===== src/logic/sdt_defines.vh =====
// constants for the sinc decimator conversion timing block
`ifndef SDT_DEFINES_VH
`define SDT_DEFINES_VH

// ==========================================================================
// clocks
`define SDT_CORE_CLK_HZ     64'd250000000
`define SDT_MCLK_FULL_HZ    64'd614400
`define SDT_MCLK_MID_HZ     64'd153600
`define SDT_MCLK_LOW_HZ     64'd76800
`define SDT_PWR_FULL        2'h0
`define SDT_PWR_MID         2'h1

// ==========================================================================
// timing counts in master clock cycles, decimation shift and 50 Hz divider settings
`define SDT_DEC_SHIFT       5
`define SDT_DEAD_FS1        19'h0003d
`define SDT_DEAD_FSN        19'h0005f
`define SDT_SEQ_SAME        19'h0001e
`define SDT_SEQ_TO1         19'h00004
`define SDT_SEQ_FROM1       19'h00040
`define SDT_NOTCH50_FULL    11'h180
`define SDT_NOTCH50_MID     11'h060
`define SDT_NOTCH50_LOW     11'h030

// ==========================================================================
// register map and fields
`define SDT_ADDR_CTRL       8'h00
`define SDT_ADDR_STATUS     8'h04
`define SDT_ADDR_CHCFG      3'h1
`define SDT_CTRL_RUN        0
`define SDT_CTRL_PWR_LO     1
`define SDT_CTRL_MASK_LO    8
`define SDT_STAT_ERR        4
`define SDT_CFG_SINC3       16
`define SDT_CFG_ZL          17
`define SDT_CFG_SIXTY_HZ_NOTCH_ENABLE       18
`define SDT_FS_RESET        11'h180
`define SDT_SINC3_RESET     1'h0

`endif


===== src/logic/sdt_ch_seq.v =====
// channel sequencer: first and next enabled channel, multi-channel flag
`default_nettype none

module sdt_ch_seq #(
    parameter CH_NUM = 8,
    parameter CH_W   = 3
) (
    input  wire [CH_NUM-1:0] enMask,
    input  wire [CH_W-1:0]   curCh,
    output reg  [CH_W-1:0]   firstCh,
    output reg  [CH_W-1:0]   nextCh,
    output reg               multi
);

integer i;
integer k;
integer idx;
integer cnt;

always @* begin
    firstCh = {CH_W{1'b0}};
    nextCh  = curCh;
    multi   = 1'b0;
    cnt     = 0;
    idx     = 0;
    for (i = CH_NUM - 1; i >= 0; i = i - 1) begin
        if (enMask[i]) begin
            firstCh = i[CH_W-1:0];
            cnt     = cnt + 1;
        end
    end
    // search downward so the nearest channel after the current one wins
    for (k = CH_NUM; k >= 1; k = k - 1) begin
        idx = (curCh + k) % CH_NUM;
        if (enMask[idx]) begin
            nextCh = idx[CH_W-1:0];
        end
    end
    multi = (cnt > 1);
end

endmodule
`default_nettype wire


===== src/logic/sdt_mclk_div.v =====
// master clock enable generator, fractional divider from the core clock
`default_nettype none
`include "sdt_defines.vh"

module sdt_mclk_div (
    input  wire       core_clk,
    input  wire       rst_b,
    input  wire [1:0] powerMode,
    output reg        mclkEn
);

// ==========================================================================
// phase increments
// a phase accumulator is used because 250 MHz is no integer multiple of the rates
localparam [63:0] INC_FULL_W = (`SDT_MCLK_FULL_HZ * 64'h100000000) / `SDT_CORE_CLK_HZ;
localparam [63:0] INC_MID_W  = (`SDT_MCLK_MID_HZ * 64'h100000000) / `SDT_CORE_CLK_HZ;
localparam [63:0] INC_LOW_W  = (`SDT_MCLK_LOW_HZ * 64'h100000000) / `SDT_CORE_CLK_HZ;

reg  [31:0] phase_reg;
reg  [31:0] inc;
wire [32:0] phaseSum;

always @* begin
    if (powerMode == `SDT_PWR_FULL) begin
        inc = INC_FULL_W[31:0];
    end else if (powerMode == `SDT_PWR_MID) begin
        inc = INC_MID_W[31:0];
    end else begin
        inc = INC_LOW_W[31:0];
    end
end

assign phaseSum = {1'b0, phase_reg} + {1'b0, inc};

always @(posedge core_clk or negedge rst_b) begin
    if (!rst_b) begin
        phase_reg <= 32'h0;
        mclkEn    <= 1'b0;
    end else begin
        phase_reg <= phaseSum[31:0];
        mclkEn    <= phaseSum[32];
    end
end

endmodule
`default_nettype wire


===== src/logic/sdt_timing.v =====
// conversion timing of the sinc decimator with apb register slave
`default_nettype none
`include "sdt_defines.vh"

module sdt_timing #(
    parameter CH_NUM = 8,
    parameter CH_W   = 3
) (
    input  wire              core_clk,
    input  wire              rst_b,
    input  wire              psel,
    input  wire              penable,
    input  wire              pwrite,
    input  wire [7:0]        paddr,
    input  wire [31:0]       pwdata,
    output reg  [31:0]       prdata,
    output reg               pready,
    output reg               pslverr,
    input  wire              stepIn,
    output reg               modReset,
    output reg               resultValid,
    output reg               resultSettled,
    output reg  [CH_W-1:0]   resultChannel,
    output reg               sinc3Active,
    output reg               zeroLatActive,
    output reg               notch60Active
);

// ==========================================================================
// states
localparam [1:0] ST_IDLE = 2'b01;
localparam [1:0] ST_CONV = 2'b10;

// ==========================================================================
// functions
function [18:0] convLen;
    input [10:0] fs;
    input        s3;
    reg   [18:0] base;
    begin
        base = {8'h00, fs} << `SDT_DEC_SHIFT;
        if (s3) begin
            convLen = base + (base << 1);
        end else begin
            convLen = base << 2;
        end
    end
endfunction

function [18:0] firstSettle;
    input [10:0] fs;
    input        s3;
    begin
        if (fs == 11'h001) begin
            firstSettle = convLen(fs, s3) + `SDT_DEAD_FS1;
        end else begin
            firstSettle = convLen(fs, s3) + `SDT_DEAD_FSN;
        end
    end
endfunction

function isCfgAddr;
    input [7:0] addr;
    begin
        isCfgAddr = (addr[7:5] == `SDT_ADDR_CHCFG) && (addr[1:0] == 2'h0);
    end
endfunction

// ==========================================================================
// register storage
reg              ctrlRun_reg;
reg  [1:0]       powerMode_reg;
reg  [CH_NUM-1:0] enMask_reg;
reg              cfgErr_reg;
reg  [10:0]      chFs_reg [0:CH_NUM-1];
reg  [CH_NUM-1:0] chSinc3_reg;
reg  [CH_NUM-1:0] chZl_reg;
reg  [CH_NUM-1:0] chRej_reg;

// ==========================================================================
// engine state
reg  [1:0]       state_reg;
reg  [18:0]      cnt_reg;
reg  [CH_W-1:0]  curCh_reg;
reg  [10:0]      curFs_reg;
reg              curSinc3_reg;
reg              curZl_reg;
reg              curRej_reg;
reg  [2:0]       unsettled_reg;
reg  [15:0]      resultCount_reg;
reg              restartReq_reg;

wire             mclkEn;
wire [CH_W-1:0]  firstCh;
wire [CH_W-1:0]  nextCh;
wire             multi;

// ==========================================================================
// sub-blocks
sdt_mclk_div u_div (
    .core_clk  (core_clk),
    .rst_b     (rst_b),
    .powerMode (powerMode_reg),
    .mclkEn    (mclkEn)
);

sdt_ch_seq #(
    .CH_NUM (CH_NUM),
    .CH_W   (CH_W)
) u_seq (
    .enMask  (enMask_reg),
    .curCh   (curCh_reg),
    .firstCh (firstCh),
    .nextCh  (nextCh),
    .multi   (multi)
);

// ==========================================================================
// apb decode
wire            apbSetup  = psel & penable & ~pready;
wire            apbDone   = psel & penable & pready;
wire            hitCtrl   = (paddr == `SDT_ADDR_CTRL);
wire            hitStatus = (paddr == `SDT_ADDR_STATUS);
wire            hitCfg    = isCfgAddr(paddr);
wire [CH_W-1:0] cfgIdx    = paddr[CH_W+1:2];
wire            addrOk    = hitCtrl | hitStatus | hitCfg;
wire            apbWr     = apbDone & pwrite & addrOk;
wire            cfgWr     = apbWr & isCfgAddr(paddr);
wire            fsZeroWr  = cfgWr & (pwdata[10:0] == 11'h000);
wire            cfgTouch  = apbWr & (hitCtrl | (hitCfg & (cfgIdx == curCh_reg)));
wire            effZl     = curZl_reg | multi;
wire            resultEvt = (state_reg == ST_CONV) & mclkEn & (cnt_reg == 19'h00001);
reg  [31:0]     rdMux;
reg  [10:0]     notchFs;

always @* begin
    rdMux = 32'h0;
    if (hitCtrl) begin
        rdMux = {16'h0, enMask_reg, 5'h0, powerMode_reg, ctrlRun_reg};
    end else if (hitStatus) begin
        rdMux = {resultCount_reg, 10'h0, resultSettled, cfgErr_reg,
                 state_reg == ST_CONV, curCh_reg};
    end else if (hitCfg) begin
        rdMux = {13'h0, chRej_reg[cfgIdx], chZl_reg[cfgIdx], chSinc3_reg[cfgIdx],
                 5'h0, chFs_reg[cfgIdx]};
    end
end

always @* begin
    if (powerMode_reg == `SDT_PWR_FULL) begin
        notchFs = `SDT_NOTCH50_FULL;
    end else if (powerMode_reg == `SDT_PWR_MID) begin
        notchFs = `SDT_NOTCH50_MID;
    end else begin
        notchFs = `SDT_NOTCH50_LOW;
    end
end

// ==========================================================================
// apb slave: one wait state, answer registered
always @(posedge core_clk or negedge rst_b) begin
    if (!rst_b) begin
        pready  <= 1'b0;
        prdata  <= 32'h0;
        pslverr <= 1'b0;
    end else begin
        pready  <= apbSetup;
        // the error flag stands only with its ready, never past the access
        pslverr <= apbSetup & ~addrOk;
        if (apbSetup) begin
            prdata  <= pwrite ? 32'h0 : rdMux;
        end
    end
end

always @(posedge core_clk or negedge rst_b) begin
    if (!rst_b) begin
        ctrlRun_reg   <= 1'b0;
        powerMode_reg <= `SDT_PWR_FULL;
        enMask_reg    <= {CH_NUM{1'b0}};
        cfgErr_reg    <= 1'b0;
    end else begin
        if (apbWr && hitCtrl) begin
            ctrlRun_reg   <= pwdata[`SDT_CTRL_RUN];
            powerMode_reg <= pwdata[`SDT_CTRL_PWR_LO+1:`SDT_CTRL_PWR_LO];
            enMask_reg    <= pwdata[`SDT_CTRL_MASK_LO+CH_NUM-1:`SDT_CTRL_MASK_LO];
        end
        // a new zero write wins over a clear in the same cycle
        if (fsZeroWr) begin
            cfgErr_reg <= 1'b1;
        end else if (apbWr && hitStatus && pwdata[`SDT_STAT_ERR]) begin
            cfgErr_reg <= 1'b0;
        end
    end
end

genvar g;
generate
    for (g = 0; g < CH_NUM; g = g + 1) begin : gCh
        always @(posedge core_clk or negedge rst_b) begin
            if (!rst_b) begin
                chFs_reg[g]    <= `SDT_FS_RESET;
                chSinc3_reg[g] <= `SDT_SINC3_RESET;
                chZl_reg[g]    <= 1'b0;
                chRej_reg[g]   <= 1'b0;
            end else if (cfgWr && cfgIdx == g) begin
                // a zero divider is refused and the old value kept
                if (!fsZeroWr) begin
                    chFs_reg[g] <= pwdata[10:0];
                end
                chSinc3_reg[g] <= pwdata[`SDT_CFG_SINC3];
                chZl_reg[g]    <= pwdata[`SDT_CFG_ZL];
                chRej_reg[g]   <= pwdata[`SDT_CFG_SIXTY_HZ_NOTCH_ENABLE];
            end
        end
    end
endgenerate

// ==========================================================================
// conversion engine, counts master clock enables
reg [18:0] seqLen;
reg [10:0] nFs;
reg        nS3;

always @* begin
    nFs = chFs_reg[nextCh];
    nS3 = chSinc3_reg[nextCh];
    if ((curFs_reg == 11'h001) == (nFs == 11'h001)) begin
        seqLen = convLen(nFs, nS3) + `SDT_SEQ_SAME;
    end else if (nFs == 11'h001) begin
        seqLen = convLen(nFs, nS3) - `SDT_SEQ_TO1;
    end else begin
        seqLen = convLen(nFs, nS3) + `SDT_SEQ_FROM1;
    end
end

always @(posedge core_clk or negedge rst_b) begin
    if (!rst_b) begin
        state_reg       <= ST_IDLE;
        cnt_reg         <= 19'h0;
        curCh_reg       <= {CH_W{1'b0}};
        curFs_reg       <= `SDT_FS_RESET;
        curSinc3_reg    <= `SDT_SINC3_RESET;
        curZl_reg       <= 1'b0;
        curRej_reg      <= 1'b0;
        unsettled_reg   <= 3'h0;
        resultCount_reg <= 16'h0;
        restartReq_reg  <= 1'b0;
        modReset        <= 1'b0;
        resultValid     <= 1'b0;
        resultSettled   <= 1'b0;
        resultChannel   <= {CH_W{1'b0}};
    end else begin
        resultValid    <= 1'b0;
        modReset       <= 1'b0;
        restartReq_reg <= cfgTouch;
        if (!ctrlRun_reg || enMask_reg == {CH_NUM{1'b0}}) begin
            state_reg <= ST_IDLE;
        end else if (restartReq_reg || state_reg == ST_IDLE) begin
            // manual channel change: settings sampled, full settling
            state_reg     <= ST_CONV;
            curCh_reg     <= firstCh;
            curFs_reg     <= chFs_reg[firstCh];
            curSinc3_reg  <= chSinc3_reg[firstCh];
            curZl_reg     <= chZl_reg[firstCh];
            curRej_reg    <= chRej_reg[firstCh];
            cnt_reg       <= firstSettle(chFs_reg[firstCh], chSinc3_reg[firstCh]);
            modReset      <= 1'b1;
            unsettled_reg <= 3'h0;
        end else if (resultEvt) begin
            resultValid     <= 1'b1;
            resultChannel   <= curCh_reg;
            resultSettled   <= (unsettled_reg == 3'h0);
            resultCount_reg <= resultCount_reg + 16'h0001;
            if (multi) begin
                // each switch gets a fresh settling, so steps never leak through
                curCh_reg     <= nextCh;
                curFs_reg     <= nFs;
                curSinc3_reg  <= nS3;
                curZl_reg     <= chZl_reg[nextCh];
                curRej_reg    <= chRej_reg[nextCh];
                cnt_reg       <= seqLen;
                modReset      <= 1'b1;
                unsettled_reg <= 3'h0;
            end else begin
                if (curZl_reg) begin
                    cnt_reg <= convLen(curFs_reg, curSinc3_reg);
                end else begin
                    cnt_reg <= {8'h00, curFs_reg} << `SDT_DEC_SHIFT;
                end
                if (stepIn) begin
                    // step on a conversion boundary
                    if (curZl_reg) begin
                        unsettled_reg <= 3'h0;
                    end else begin
                        unsettled_reg <= curSinc3_reg ? 3'h2 : 3'h3;
                    end
                end else if (unsettled_reg != 3'h0) begin
                    unsettled_reg <= unsettled_reg - 3'h1;
                end
            end
        end else begin
            if (state_reg == ST_CONV && mclkEn) begin
                cnt_reg <= cnt_reg - 19'h00001;
            end
            if (stepIn && state_reg == ST_CONV && !multi) begin
                // step inside a conversion costs one more result
                if (curZl_reg) begin
                    unsettled_reg <= 3'h1;
                end else begin
                    unsettled_reg <= curSinc3_reg ? 3'h3 : 3'h4;
                end
            end
        end
    end
end

// ==========================================================================
// mode indications
always @(posedge core_clk or negedge rst_b) begin
    if (!rst_b) begin
        sinc3Active   <= 1'b0;
        zeroLatActive <= 1'b0;
        notch60Active <= 1'b0;
    end else begin
        sinc3Active   <= curSinc3_reg;
        zeroLatActive <= effZl & (state_reg == ST_CONV);
        // the extra notch only applies where the sinc notch lands on 50 Hz
        notch60Active <= curRej_reg & (curFs_reg == notchFs);
    end
end

endmodule
`default_nettype wire


===== config.mk =====
export PLATFORM = sky130hd
export DESIGN_NAME = sdt_timing
export DESIGN_NICKNAME = d
export VERILOG_FILES = /design/src/logic/sdt_ch_seq.v /design/src/logic/sdt_mclk_div.v /design/src/logic/sdt_timing.v
export VERILOG_INCLUDE_DIRS = /design/src /design/src/logic
export SDC_FILE = /design/constraint.sdc
export NUM_CORES = 1
export LEC_CHECK = 0
export ABC_AREA = 1
export ABC_CLOCK_PERIOD_IN_PS = 5700
export BUFFER_PORTS_ARGS = -buffer_cell sky130_fd_sc_hd__buf_2
export CAP_MARGIN = 20
export CORE_ASPECT_RATIO = 2
export CORE_MARGIN = 2
export CORE_UTILIZATION = 55
export CTS_CLUSTER_SIZE = 14
export DETAILED_ROUTE_END_ITERATION = 12
export PLACE_DENSITY = 0.83
export SLEW_MARGIN = 10
export SYNTH_ARGS = -nofsm -noshare
export SYNTH_HDL_FRONTEND = slang
export SYNTH_SLANG_ARGS = --single-unit

===== constraint.sdc =====
create_clock -name core_clk -period 5.7 [get_ports core_clk]
set_input_delay 0.285 -clock core_clk [delete_from_list [all_inputs] [get_ports core_clk]]
set_output_delay 0.285 -clock core_clk [all_outputs]
set_load 0.05 [all_outputs]

After elaboration in Yosys (flattened, before gate mapping) --
Index checks and enable logic that the tools add are counted.
Cells by class: bitwise logic cells 26, $mul 0, equal/unequal tests 20, muxes and demuxes 133, $lt $le $gt $ge 15, add/sub/neg operators 27, div/mod/pow operators 0, shift operators 0, reductions and logical operators 45
Operators with widths (number):
- $mux 19 | 21
- $mux 32 | 10
- $add 32x2->32 const B | 6
- $bmux 11 s3 | 3
- $mux 11 | 9
- $mux 3 | 27
- $add 16x17->18 | 3
- $bmux 1 s3 | 17
- $lt 3x4->1 const B | 11
- $add 19x7->19 const B | 2
- $mux 1 | 37
- $mux 18 | 2
- $add 32x24->33 | 1
- $eq 11x1->1 const B | 3
- $gt 32x2->1 const B | 1
- $mux 24 | 1
- $mux 22 | 1
- $add 19x5->19 const B | 1
- $add 19x6->19 const B | 1
- $eq 19x1->1 const B | 1
- $sub 19x1->19 const B | 1
- $sub 19x3->19 const B | 1
- $reduce_and 2->1 | 9
- $add 16x1->16 const B | 1
- other kinds (33) | 96
Storage, ports and cells: memories kept 0, bits in latches 0, register bits 258, bits in read-only memories 0, RAM bits 0, output and inout port bits 43

Longest topological paths before layout --
depth after elaboration 25, mapped depth 50, mapped depth without buffers 46

Cells and area by module --
From an unflattened synthesis, not the netlist that was laid out.
Unflattened totals: cells, all modules 2937, area total of the unflattened synthesis 20138.1 um2
By module, submodules not included:
- sdt_timing | instances 1, area an instance 16214.3 um2, cells each 2266
- sdt_mclk_div | instances 1, area an instance 2761.4 um2, cells each 438
- sdt_ch_seq | instances 1, area an instance 1162.4 um2, cells each 233

Least setup slack after synthesis --
OpenSTA, ideal clock, no wires.
path kind flip-flop to flip-flop, from reg curCh_reg[1], to reg cnt_reg[17], cell stages (with the launch flop) 49, period minus slack after synthesis 5.168 ns, setup time 0.078 ns, data arrival time 5.090 ns, setup slack 0.532 ns, cells stage by stage dfrtp_1 buf_4 inv_2 buf_6 ha_1 buf_2 inv_1 nand3_1 nand3_1 nand2_1 inv_2 nand2_1 nand2_1 nand2_1 nand2_2 nand3_4 buf_6 buf_4 [... 13 more ...] a21oi_1 or2_2 nand2_1 nand2_1 inv_1 nand2_1 nand2_1 nand2_1 nand2_1 nor2_1 nand2_1 nand2_1 nand3_1 nand2_1 nand3_1 nand2_1 nand2_1 a21boi_1
On the way: word-level cells in the longest chain between the ends 25, elaborated cells between the ends (all ways) 55
RTL lines:
- start: declaration | RTL line sdt_timing.v:84 | reg [CH_W-1:0] curCh_reg;
- start signal: assignment | RTL line sdt_timing.v:241 | curCh_reg <= {CH_W{1'b0}};
- start signal: assignment | RTL line sdt_timing.v:262 | curCh_reg <= firstCh;
- start signal: assignment | RTL line sdt_timing.v:277 | curCh_reg <= nextCh;
- $add 3x1->3 | RTL line sdt_ch_seq.v:34 | idx = (curCh + k) % CH_NUM;
- $bmux 1 s3 | RTL line sdt_ch_seq.v:35 | if (enMask[idx]) begin
- $mux 1 (not written as such) | RTL line sdt_ch_seq.v:35
- $mux 3 (7 in a row) | RTL line sdt_ch_seq.v:35
- $mux 3 * | RTL line sdt_ch_seq.v:35
- $not 3->4 (not written as such) | RTL line sdt_timing.v:226 | nFs = chFs_reg[nextCh];
- $bmux 11 s3 | RTL line sdt_timing.v:226
- $mux 11 (not written as such) (2 in a row) | RTL line sdt_timing.v:226
- [... 2 more ...]
- $mux 19 | RTL line sdt_timing.v:230 | end else if (nFs == 11'h001) begin
- $mux 19 | RTL line sdt_timing.v:228 | if ((curFs_reg == 11'h001) == (nFs == 11'h001)) begin
- $add 19x7->19 (no line) or $sub 19x3->19 (tied branches)
- $mux 19 | RTL line sdt_timing.v:230
- $mux 19 * | RTL line sdt_timing.v:228
- $mux 19 * | RTL line sdt_timing.v:275 | if (multi) begin
- $mux 19 * | RTL line sdt_timing.v:270 | end else if (resultEvt) begin
- $mux 19 * | RTL line sdt_timing.v:259 | end else if (restartReq_reg || state_reg == ST_IDLE) begin
- end signal: assignment | RTL line sdt_timing.v:267 | cnt_reg <= firstSettle(chFs_reg[firstCh], chSinc3_reg[firstCh]);
- end signal: assignment | RTL line sdt_timing.v:282 | cnt_reg <= seqLen;
- end signal: assignment | RTL line sdt_timing.v:287 | cnt_reg <= convLen(curFs_reg, curSinc3_reg);
- end: declaration | RTL line sdt_timing.v:83 | reg [18:0] cnt_reg;
Mark *: on every way between the ends. The rest lies on a longest branch, timed or not. The select of a mux whose other input is x is not followed. A chain may end at the register's enable or synchronous reset.

Final worst setup path --
from reg enMask_reg[7], to reg cnt_reg[6]
On the way: word-level cells in the longest chain between the ends 24, elaborated cells between the ends (all ways) 93
RTL lines:
- start: declaration | RTL line sdt_timing.v:73 | reg [CH_NUM-1:0] enMask_reg;
- start signal: assignment | RTL line sdt_timing.v:180 | enMask_reg <= {CH_NUM{1'b0}};
- start signal: assignment | RTL line sdt_timing.v:186 | enMask_reg <= pwdata[`SDT_CTRL_MASK_LO+CH_NUM-1:`SDT_CTRL_MASK_LO];
- branches (longest 24 deep; another with $add 32x2->32)
Parallel ways; which one is timed is not known. The select of a mux whose other input is x is not followed.

==> impl_metrics.json <==
{
  "result_of_the_run": "completed",
  "row_count": 95,
  "min_period_over_period_pct": 94.05,
  "synth_top_cell_area_share_pct": 32.33,
  "vias_per_cell": 6.087,
  "async_reset_ff_share_pct": 100.0,
  "clk_path_buf_depth": 3,
  "yosys_warnings": 0,
  "drt_wl_total_um": 63670,
  "design.die.area_sq_mm": 0.03520,
  "place_congestion": 0.9783,
  "buffer_ports.inserted": 75,
  "dominant_cells_by_area_after_synthesis": "dfrtp_1 32%, nand2_1 11%, o21ai_0 8.4%, inv_1 6.3%, ha_1 6.1%",
  "post_synth_inst_count": 2542,
  "fp.dieH_um": 263.4,
  "slew-limit-headroom_pct": 23.62,
  "synth_top_area_cell": "dfrtp_1",
  "antenna_violations_before_repair": 1,
  "critPathKind": "reg2reg",
  "finalNonFillerCells": 3088,
  "dp_cells": 3014,
  "dp_hpwl_um": 46230,
  "htree_num_levels": 1,
  "drc_errors": 0,
  "timing.final.crit_period_ns": 5.361,
  "io-pin-count": 89,
  "post-layout-total-power_mw": 4.445,
  "hold_path.class": "in2reg",
  "ir_worst_vdd_mv": 0.2853,
  "drv_cap": 0,
  "post_synth_most_frequent_cells": "532 x nand2_1, 312 x o21ai_0, 310 x inv_1, 239 x dfrtp_1, 207 x nand3_1",
  "antenna_cells": 0,
  "syn2layout_area_growth_pct": 12.14,
  "worst_hold_slack_ns": 0.1139,
  "detailroute.via_count": 18800,
  "timing.critical_path.from_type": "flop",
  "detail_route.wl_per_cell_um": 20.62,
  "clk_root_buffer_cell": "clkbuf_16",
  "synth_seq_area_share_pct": 35.03,
  "ant_nets": 0,
  "timing.critical_path.required_ns": 6.16,
  "synth.lib_cells_used.distinct": 63,
  "grt_setup_unrepaired": "yes",
  "synth_enable_flop_cells": 0,
  "timing_hold_violations_final": 0,
  "final.setup_skew_ns": 0.01714,
  "floorplan.core_area_sq_mm": 0.03340,
  "total_nets_final": 2775,
  "grt_pass1_wl_um": 97950,
  "synth_ff_type": "dfrtp_1",
  "fin_setup_tns_ns": 0,
  "number_of_setup_violations_in_the_final_report": 0,
  "via_count_of_the_first_global_routing_pass": 18650,
  "p_leak_nw": 9.942,
  "most_frequent_cell_after_synthesis": "nand2_1",
  "synthesis.area_per_instance_sq_um": 7.277,
  "largest_register_ffs": 88,
  "post_synthesis_instance_area_sq_mm": 0.01850,
  "crit_arrival_ns": 5.83,
  "die_x_um": 133.7,
  "cp_max_fo": 10,
  "slew_violations": 0,
  "max_slew.worst_pin.slew_ns": 1.144,
  "number_of_violations_reported_at_the_end_of_detailed_routing_iteration_0": 1837,
  "number_of_nets_produced_by_synthesis": 2683,
  "initial_core_util_pct": 55.38,
  "clock.fmax_mhz": 186.5,
  "tritoncts": "done",
  "clock_insertion_delay_worst_skew_ns": 0.56,
  "power_density_mw_per_mm2": 214.3,
  "clock_pin_transition_on_the_worst_setup_and_hold_timing_paths_ns": 0.07,
  "numCtsBuffers": 25,
  "final_layout_size_suffix_gt1_share_pct": 12.03,
  "drt_pre_antenna_iters": 6,
  "num_clock_sinks": 258,
  "critical_path.endpoint_type": "flop",
  "synth.ff_latch_count": 258,
  "largest_net_degree_at_the_start_of_global_routing": 135,
  "track_usage_pct": 35.47,
  "gr-total-overflow": 0
}
==> repair_timing <==
action,CTS,global route
setup buffers,0,11
gates resized for setup,0,41
hold buffers,8,0
setup endpoints to repair,0,13
hold endpoints to repair,52,0
==> layer usage <==
layer	up-vias	part of all wire (%)	GRT usage [%]	wire length, um
li1	8688	-	-	-
met1	8820	33	35.84	20890
met2	909	50	61.87	31670
met3	379	6.2	5.122	3916
met4	2	11	32.63	7179
met5	-	0.017	0	11
==> path summary, 6_finish.rpt <==
kind,slack (ns),cells after the start,startpoint,end
max in group asynchronous,4.11,3,rst_b,curRej_reg$_DFFE_PN0P_
worst min-delay path,0.11,3,pwdata[6],chFs_reg[28]$_DFFE_PN0P_
worst max register to register,0.34,26,enMask_reg[7]$_DFFE_PN0P_,cnt_reg[6]$_DFFE_PN0P_
worst max-delay path,0.34,26,enMask_reg[7]$_DFFE_PN0P_,cnt_reg[6]$_DFFE_PN0P_
min in group asynchronous,0.22,2,rst_b,u_div.phase_reg[27]$_DFF_PN0_
worst min register to register,0.47,1,pready$_DFF_PN0_,pready$_DFF_PN0_
==> critical path, stage by stage (launching register included) <==
cell,delay [ns]
dfrtp_2,0.42
inv_1,0.08
ha_1,0.31
or2_2,0.32
nand2_1,0.10
xor2_1,0.15
nand2_1,0.06
o21ai_0,0.15
ha_1,0.29
nand2_1,0.07
nand2_1,0.10
ha_1,0.30
or2_2,0.29
o21ai_1,0.14
inv_1,0.07
ha_1,0.28
nor2_1,0.04
a21oi_1,0.19
ha_1,0.27
nand2_1,0.06
o21ai_0,0.07
a221oi_1,0.22
nand2_1,0.14
buf_4,0.21
o311ai_0,0.60
o211ai_1,0.18
a22oi_1,0.17
==> layout by cell type, fill, tap and decap left out, types with 6 or more instances in the layout <==
cell type      synthesis  final
buf_6                  8     10
nand3_2                8     10
o221ai_1               9      9
nand3_1              207    205
xnor2_1               29     29
buf_12                 0     10
o31ai_1                7      7
buf_2                 25     74
dfstp_2               19     19
inv_1                310    305
inv_2                 12     15
dlygate4sd3_1          0      8
nand4_1               30     30
nand2_1              532    524
buf_4                 10     69
nand3b_1               8      8
or2_2                  6      6
nor4_1                 8      8
o21ai_0              312    307
nor2_2                 4      6
a22oi_1               12     12
a31oi_1               11     11
nand2_2               15     23
clkinv_2               0      7
nor2_1               156    154
o211ai_1              27     27
a21oi_2                1      7
a32o_1                12     12
xor2_1                64     64
nor3_1                24     24
a221oi_1              12     12
dfrtp_1              239    238
o21ai_1               16     20
clkbuf_16              0     28
ha_1                  90     88
o22ai_1               38     38
a21boi_1               7      7
a21oi_1              135    130
clkbuf_1              59      9
==> per-stage QoR <==
| stage | worst slack, ns | utilization, % | area (sq um) |
|---|---|---|---|
| after CTS | 0.08453 | 60.94 | 20350 |
| after detailed placement | 0.1160 | 58.40 | 19510 |
| after floorplan | 0.5324 | - | 18500 |
| after global routing | -0.08480 | 62.11 | 20740 |
| after global placement | 0.2278 | 58.29 | 19470 |
| final | 0.3391 | 62.11 | 20740 |
==> report_power, final <==
part / leakage (nW) / internal (mW) / total [mW] / switching (mW)
Clock: 0.378 / 0.894 / 1.64 / 0.742
Combinational: 6.11 / 0.285 / 0.781 / 0.496
Sequential: 3.46 / 1.95 / 2.03 / 0.0779
Total: 9.94 / 3.13 / 4.44 / 1.32
==> cells by family (layout without fill, tap and decap cells) <==
family	count (synthesis)	in the layout	share of synthesized area (%)
muxes	5	5	0.3044
DFF	258	258	35.03
adders and majority gates	95	95	6.629
xor gates and xnor gates	94	94	4.491
buffers and inverters	439	547	9.788
AOI/OAI and AO/OA	634	635	19.62
and+or+nand+nor	1017	1018	24.14
==> area by class of cell <==
cell class	count	area [sq um]
Fill cell	3037	12660
Sequential cell	258	6481
Multi-Input combinational cell	1847	10330
Clock buffer	37	700.7
Inverter	326	1229
Clock inverter	8	67.56
Timing Repair Buffer	176	1386
Tap cell	436	545.5
(Power assumes the default switching activity.)
